### src/verilog/bdwc_map.vh
// constants for the bus driver width converter
`ifndef BDWC_MAP_VH
`define BDWC_MAP_VH
`define BDWC_REF_BITS       9
`define BDWC_REF_RESET      9'h000
`define BDWC_REF_INTERVAL_NS 15000
`define BDWC_CLK_PERIOD_NS  10
`define BDWC_REF_CYCLES     (`BDWC_REF_INTERVAL_NS / `BDWC_CLK_PERIOD_NS)
`define BDWC_CONV_SYS_CYCLES 12
`define BDWC_WORD_CPU_CYCLES 3
`define BDWC_LANE_W         8
`define BDWC_LANE_RESET     8'h00
`endif

### src/verilog/bdwc_top.v
// bus driver: lane steering, 16/8 conversion, system address multiplexing
`include "bdwc_map.vh"

// ****************************************************************
// rule summary
// ****************************************************************
// How it works
// - refresh output request puts refresh counter on system address.
// - slave dma strobe latches dma address byte from data bus.
// - master dma strobe, active high, latches and holds dma address.
// - cpu data is 16 bits: high lane 15..8, low lane 7..0.
// - word port: lanes pass straight, no conversion.
// - word access without waits finishes in three cpu cycles.
// - converted read stores first even byte from low system lane.
// - second byte goes low system to high cpu; buffer drives low cpu.
// - second read byte disables direct low lane path.
// - converted write first sends cpu low byte on direct path.
// - converted write second byte crosses cpu high to system low.
// - buffer never drives on writes; second write byte blocks direct path.
// - full word to byte conversion takes twelve system clocks.
// - byte dma to odd memory crosses lanes either direction.
// - word dma leaves all steering paths inactive.
// - address 19..17 from cpu in cpu mode, dma page in dma mode.
// - address 16..9 cpu in cpu mode; dma gives page16 and latched byte bits 7..1.
// - address 8..0 carries refresh counter, refreshed every 15 us.
// - mode low is cpu, high is dma; selects sources.
// - refresh lsb input appears as address 0 and clocks counter.
// - dummy address input high stores first read byte.
// - first byte read enable low in second read outputs buffer.
module bdwc_top #(
   parameter REF_CYCLES = `BDWC_REF_CYCLES
) (
   input  wire        core_clk,
   input  wire        rst_b,
   input  wire        dma_mode_indication,
   input  wire        refresh_addr_out_req,
   input  wire        refresh_addr_lsb_clk,
   input  wire        slave_dma_addr_strobe,
   input  wire        master_dma_addr_strobe,
   input  wire        convert_dummy_addr,
   input  wire        first_byte_read_en_b,
   input  wire        hi_lane_en,
   input  wire        lo_lane_en,
   input  wire        cross_lane_en_b,
   input  wire        cross_dir_hi_to_lo,
   input  wire        cpu_write,
   input  wire [2:0]  cpu_addr_hi,
   input  wire [2:0]  dma_page_hi,
   input  wire [7:0]  cpu_addr_mid,
   input  wire        page_addr_bit16,
   input  wire [7:0]  aux_data_byte,
   input  wire [15:0] cpu_data_bus_in,
   output reg  [15:0] cpu_data_bus_out,
   output reg  [1:0]  cpu_data_bus_oe,
   input  wire [15:0] sys_data_in,
   output reg  [15:0] sys_data_out,
   output reg  [1:0]  sys_data_oe,
   output reg  [19:0] sys_addr_bus,
   output reg         aux_addr_bit8,
   output reg         refresh_due
);

   // ****************************************************************
   // registers
   // ****************************************************************
   reg  [`BDWC_REF_BITS-1:0] ref_cnt;
   reg                       ref_clk_d;
   reg  [7:0]                dma_addr_lat;
   reg  [7:0]                first_byte;
   reg  [15:0]               ref_tmr;
   reg  [15:0]               next_cpu_data;
   reg  [1:0]                next_cpu_oe;
   reg  [15:0]               next_sys_data;
   reg  [1:0]                next_sys_oe;
   reg  [2:0]                next_addr_hi;
   reg  [7:0]                next_addr_mid;
   reg  [8:0]                next_addr_lo;
   reg                       next_aux8;

   // ****************************************************************
   // path decode
   // ****************************************************************
   // second byte of a cpu-mode conversion in the asked direction
   function second_byte;
      input cross_en_b;
      input dma_mode;
      input write;
      input want_write;
      begin
         second_byte = ~cross_en_b & ~dma_mode & (write == want_write);
      end
   endfunction

   wire ref_tick  = refresh_addr_lsb_clk & ~ref_clk_d;
   wire cross_on  = ~cross_lane_en_b;
   wire second_rd = second_byte(cross_lane_en_b, dma_mode_indication, cpu_write, 1'b0);
   wire second_wr = second_byte(cross_lane_en_b, dma_mode_indication, cpu_write, 1'b1);
   wire tmr_wrap  = (ref_tmr == REF_CYCLES - 1);

   // ****************************************************************
   // refresh counter
   // ****************************************************************
   // idle level of the lsb input is low, so no false edge after reset
   always @(posedge core_clk or negedge rst_b) begin
      if (!rst_b) begin
         ref_clk_d <= 1'b0;
      end else begin
         ref_clk_d <= refresh_addr_lsb_clk;
      end
   end

   // nine bits, wraps to zero on its own overflow
   always @(posedge core_clk or negedge rst_b) begin
      if (!rst_b) begin
         ref_cnt <= `BDWC_REF_RESET;
      end else if (ref_tick) begin
         ref_cnt <= ref_cnt + 9'h001;
      end
   end

   // ****************************************************************
   // dma address latch
   // ****************************************************************
   // either strobe catches the byte; master one is active high
   always @(posedge core_clk or negedge rst_b) begin
      if (!rst_b) begin
         dma_addr_lat <= `BDWC_LANE_RESET;
      end else if (slave_dma_addr_strobe | master_dma_addr_strobe) begin
         dma_addr_lat <= cpu_data_bus_in[7:0];
      end
   end

   // ****************************************************************
   // first byte buffer
   // ****************************************************************
   // only a cpu-mode read may load it, so writes and dma never disturb it
   always @(posedge core_clk or negedge rst_b) begin
      if (!rst_b) begin
         first_byte <= `BDWC_LANE_RESET;
      end else if (convert_dummy_addr && !cpu_write && !dma_mode_indication) begin
         first_byte <= sys_data_in[7:0];
      end
   end

   // ****************************************************************
   // refresh interval marker
   // ****************************************************************
   // free-running, so the spacing holds whatever the bus is doing
   always @(posedge core_clk or negedge rst_b) begin
      if (!rst_b) begin
         ref_tmr <= 16'h0000;
      end else if (tmr_wrap) begin
         ref_tmr <= 16'h0000;
      end else begin
         ref_tmr <= ref_tmr + 16'h0001;
      end
   end

   // one-cycle pulse for the refresh controller next door
   always @(posedge core_clk or negedge rst_b) begin
      if (!rst_b) begin
         refresh_due <= 1'b0;
      end else begin
         refresh_due <= tmr_wrap;
      end
   end

   // ****************************************************************
   // data steering
   // ****************************************************************
   always @* begin
      next_cpu_data = 16'h0000;
      next_cpu_oe   = 2'b00;
      next_sys_data = 16'h0000;
      next_sys_oe   = 2'b00;
      if (dma_mode_indication) begin
         // byte dma to odd memory only; word dma leaves paths idle
         if (cross_on) begin
            if (cross_dir_hi_to_lo) begin
               next_sys_data[7:0] = sys_data_in[15:8];
               next_sys_oe[0]     = 1'b1;
            end else begin
               next_sys_data[15:8] = sys_data_in[7:0];
               next_sys_oe[1]      = 1'b1;
            end
         end
      end else if (cpu_write) begin
         if (second_wr) begin
            next_sys_data[7:0] = cpu_data_bus_in[15:8];
            next_sys_oe[0]     = 1'b1;
         end else begin
            if (lo_lane_en) begin
               next_sys_data[7:0] = cpu_data_bus_in[7:0];
               next_sys_oe[0]     = 1'b1;
            end
            if (hi_lane_en) begin
               next_sys_data[15:8] = cpu_data_bus_in[15:8];
               next_sys_oe[1]      = 1'b1;
            end
         end
      end else begin
         if (second_rd) begin
            next_cpu_data[15:8] = sys_data_in[7:0];
            next_cpu_oe[1]      = 1'b1;
            if (!first_byte_read_en_b) begin
               next_cpu_data[7:0] = first_byte;
               next_cpu_oe[0]     = 1'b1;
            end
         end else begin
            if (lo_lane_en) begin
               next_cpu_data[7:0] = sys_data_in[7:0];
               next_cpu_oe[0]     = 1'b1;
            end
            if (hi_lane_en) begin
               next_cpu_data[15:8] = sys_data_in[15:8];
               next_cpu_oe[1]      = 1'b1;
            end
         end
      end
   end

   // ****************************************************************
   // address bits 19..17
   // ****************************************************************
   // the mode picks one source, so the two never fight on the bus
   always @* begin
      if (dma_mode_indication) begin
         next_addr_hi = dma_page_hi;
      end else begin
         next_addr_hi = cpu_addr_hi;
      end
   end

   // ****************************************************************
   // address bits 16..9 and auxiliary bit 8
   // ****************************************************************
   // dma form is page bit 16 over the latched byte, its lsb on the aux pin
   always @* begin
      if (dma_mode_indication) begin
         next_addr_mid = {page_addr_bit16, dma_addr_lat[7:1]};
         next_aux8     = dma_addr_lat[0];
      end else begin
         next_addr_mid = cpu_addr_mid;
         next_aux8     = 1'b0;
      end
   end

   // ****************************************************************
   // address bits 8..0
   // ****************************************************************
   // counter bit 0 is replaced by the lsb input itself
   always @* begin
      if (refresh_addr_out_req) begin
         next_addr_lo = {ref_cnt[8:1], refresh_addr_lsb_clk};
      end else begin
         next_addr_lo = 9'h000;
      end
   end

   // ****************************************************************
   // registered cpu side outputs
   // ****************************************************************
   // cycle counts per access are paced by the neighbours' enables
   always @(posedge core_clk or negedge rst_b) begin
      if (!rst_b) begin
         cpu_data_bus_out <= 16'h0000;
         cpu_data_bus_oe  <= 2'b00;
      end else begin
         cpu_data_bus_out <= next_cpu_data;
         cpu_data_bus_oe  <= next_cpu_oe;
      end
   end

   // ****************************************************************
   // registered system side outputs
   // ****************************************************************
   always @(posedge core_clk or negedge rst_b) begin
      if (!rst_b) begin
         sys_data_out <= 16'h0000;
         sys_data_oe  <= 2'b00;
      end else begin
         sys_data_out <= next_sys_data;
         sys_data_oe  <= next_sys_oe;
      end
   end

   // ****************************************************************
   // registered address outputs
   // ****************************************************************
   always @(posedge core_clk or negedge rst_b) begin
      if (!rst_b) begin
         sys_addr_bus  <= 20'h00000;
         aux_addr_bit8 <= 1'b0;
      end else begin
         sys_addr_bus  <= {next_addr_hi, next_addr_mid, next_addr_lo};
         aux_addr_bit8 <= next_aux8;
      end
   end
endmodule // bdwc_top
### config.mk
export PLATFORM = sky130hd
export DESIGN_NAME = bdwc_top
export DESIGN_NICKNAME = d
export VERILOG_FILES = /design/src/verilog/bdwc_top.v
export VERILOG_INCLUDE_DIRS = /design/src /design/src/verilog
export SDC_FILE = /design/constraint.sdc
export NUM_CORES = 1
export LEC_CHECK = 0
export BUFFER_PORTS_ARGS = -buffer_cell sky130_fd_sc_hd__buf_2
export CAP_MARGIN = 5
export CORE_ASPECT_RATIO = 0.7
export CORE_MARGIN = 3
export CORE_UTILIZATION = 40
export CTS_BUF_LIST = sky130_fd_sc_hd__clkbuf_8
export DETAILED_ROUTE_END_ITERATION = 7
export HOLD_SLACK_MARGIN = 0.1
export PLACE_DENSITY_LB_ADDON = 0.08
export SYNTH_ARGS = -nofsm -noshare
export SYNTH_HDL_FRONTEND = slang
export SYNTH_SLANG_ARGS = --single-unit
### constraint.sdc
create_clock -name core_clk -period 2.4 [get_ports core_clk]
set_clock_uncertainty 0.05 [all_clocks]
set_input_delay 0.12 -clock core_clk [delete_from_list [all_inputs] [get_ports core_clk]]
set_output_delay 0.12 -clock core_clk [all_outputs]
set_load 0.005 [all_outputs]
==> impl_metrics.tcl <==
set metrics [dict create \
    cp-end-kind "register" \
    gr-total-overflow 0 \
    intPower_mw 2.51 \
    wl_per_cell_um 15.0 \
    layout-drive-gt1-share_pct 33.2 \
    arrival_ns 2.11 \
    core_mm2 0.00933 \
    cp_top_family "buffers and inverters" \
    drc 0 \
    post_cts_resized 0 \
    diodes 0 \
    die-height_um 89.0 \
    crit_buf_inv 3 \
    layout_commonest_cell "buf_2" \
    critPathLaunchType "input port" \
    synth_area_mm2 0.00394 \
    place_area_mm2 0.00468 \
    rr_startpoint "ref_tmr[12]" \
    area_growth_pct 40.0 \
    placementRows 29 \
    grt_use_total_pct 18.1 \
    cpPeakStageDelay_ns 0.56 \
    drv_slew 0 \
    clock_power_share_pct 29.0 \
    cp_cell_sequence "dlygate4sd3_1 > buf_2 > nor2b_1 > and3_1 > a22o_1 > dlygate4sd3_1" \
    cts_sinks 100 \
    syn_inst 307 \
    setup_tns_ns 0 \
    slew_headroom_pct 45.7 \
    ys_warn_count 0 \
    hold_viol 0 \
    cts_tree "built" \
    final_area_mm2 0.00551 \
    synth-seq-cells 100 \
    hpwl_mm 6.41 \
    power.density_mw_per_mm2 610 \
    rsz0062_at_grt "no" \
    hold_start "cross_lane_en_b" \
    max_cap_viol_count 0 \
    crit_top_cell "dlygate4sd3_1" \
    vdd_drop_max_uv 376 \
    crit_type "input port to register" \
    yosys.area.top_type "dfrtp_1" \
    cp_slowest_cell "dlygate4sd3_1" \
    clk_path_buf_depth 2 \
    hold_class "input port to register" \
    cts_setup_buffers 0 \
    cts_buffers 9 \
    routabilityCongestion 0.782 \
    syn_area_per_cell_um2 12.8 \
    worstSkewPairLatency_ns 0.37 \
    ys_types 31 \
    post-route-min-period_ns 1.92 \
    status "complete, no violations" \
    comb_power_share_pct 14.5 \
    antenna_found_initial 0 \
    yosysSeqAreaShare_pct 63.5 \
    grt_pass1_vias 3163 \
    switchingPower_mw 0.860 \
    required_ns 2.60 \
    crit_start "cpu_write" \
    drt-total-wl_mm 9.36 \
    synth_nets 378 \
    fin_crit_sh_pct 79.8 \
    boundaryPins 127 \
    synth_top_area_share_pct 63.5 \
    clk_pin_slew_worst_paths_ns 0.10 \
    final_nets 566 \
    final_cell_mix "buf_2, dfrtp_1, dlygate4sd3_1" \
    io_buffer_count 118 \
    synthTopCellsByArea "dfrtp_1, mux2_2, mux2i_1" \
    dr.pass1.iters 4 \
    grt_pass1_wl_mm 15.7 \
    vias 3002 \
    cts_hold_buffers 65 \
    power.leakage_nw 2.82 \
    fmax_mhz 522 \
    grt_max_degree 62 \
    power_frac_seq_pct 56.6 \
    fp.dieArea_mm2 0.0111 \
    final_util_pct 59.1 \
    drtAntennaViolNets 0 \
    die_w_um 125 \
    cp_max_fo 9 \
    max_slew.worst_pin.slew_ns 0.812 \
    cts-root-buf "clkbuf_8" \
    p_sw_share_pct 25.6 \
    start_util_pct 42.2 \
    drt_iter0_drc 95 \
    htreeDepth 3 \
    vias_per_cell 4.81 \
    setup_viol 0 \
]
metrics by stage:
step | power (mW) | setup WS, ns | instances | hold WS [ns]
global route | 3.57 | 0.364 | 624 | 0.167
finish | 3.37 | 0.485 | 624 | 0.155
detailed placement | 2.35 | 0.518 | 543 | 0.0818
floorplan | 2.13 | 0.695 | 307 | -0.226
global placement | 2.34 | 0.522 | 543 | 0.0792
CTS | 3.42 | 0.514 | 624 | 0.128
kinds of logic after synthesis:
kind of cell | count (synthesis) | synth area share (%)
and+or+nand+nor | 102 | 13.3
muxes | 48 | 13.1
xor gates and xnor gates | 21 | 4.67
AOI/OAI and AO/OA | 21 | 3.43
buffers and inverters | 13 | 1.33
adders and majority gates | 2 | 0.635
DFF | 100 | 63.5
synthesized netlist by cell type (all sizes together):
library cell / instances
mux2: 27
nor2: 28
and2: 11
a21oi: 3
nand3b: 2
and4: 1
clkbuf: 5
nor2b: 3
nand2b: 3
and3: 7
dfrtp: 100
nor4: 2
o21ai: 10
or2: 1
or4: 2
nand4: 7
nand2: 22
xnor2: 9
nor3: 5
mux2i: 21
buf: 4
nor3b: 1
a22o: 8
xor2: 12
nand3: 7
ha: 2
inv: 4
state kept, by name (all words and copies together) (netlist names):
signal / flops
sys_data_oe: 2
refresh_due: 1
ref_clk_d: 1
ref_tmr: 16
cpu_data_bus_out: 16
cpu_data_bus_oe: 2
sys_data_out: 16
sys_addr_bus: 20
dma_addr_lat: 8
first_byte: 8
ref_cnt: 9
aux_addr_bit8: 1
power groups by stage:
stage	logic [mW]	clock network, mW	registers [mW]
4_1_cts	0.493	1.02	1.90
2_1_floorplan	0.198	0	1.93
5_1_grt	0.550	1.09	1.93
6_report	0.487	0.974	1.90
3_3_place_gp	0.405	0	1.94
3_5_place_dp	0.409	0	1.94
path summary, 6_finish.rpt:
path,slack (ns),cells after the start,to
min,0.16,3,cpu_data_bus_out[4]
max in group asynchronous,1.39,3,ref_cnt[0]
min in group asynchronous,0.21,2,cpu_data_bus_oe[1]
min reg2reg,0.42,1,ref_tmr[15]
max,0.48,6,sys_data_out[11]
max reg2reg,0.50,4,ref_tmr[10]
worst min-delay path: cells and delay by family:
family                 cells  cell delay [ns]
buffers and inverters      1             0.19
muxes                      1             0.15
and+or+nand+nor            1             0.07
area by class of cell:
cell class	count	area, µm²
multi-input cells	194	1380
fillers	788	3810
clock inverters	6	41.3
clock buffers	10	138
inverters	4	15.0
flip-flops and latches	100	2500
well taps	124	155
repair buffers	186	1280
metal layers:
layer / up-vias / share of wire, % / track usage [%] / wire length (µm)
met4: 0 / 0.99 / 4.88 / 93
met1: 1475 / 46 / 23.7 / 4340
met2: 94 / 46 / 29.3 / 4270
met5: - / 0 / 0 / 0
li1: 1426 / - / - / -
met3: 7 / 7.1 / 6.57 / 661
No activity file was read; power rests on OpenSTA's default activity.
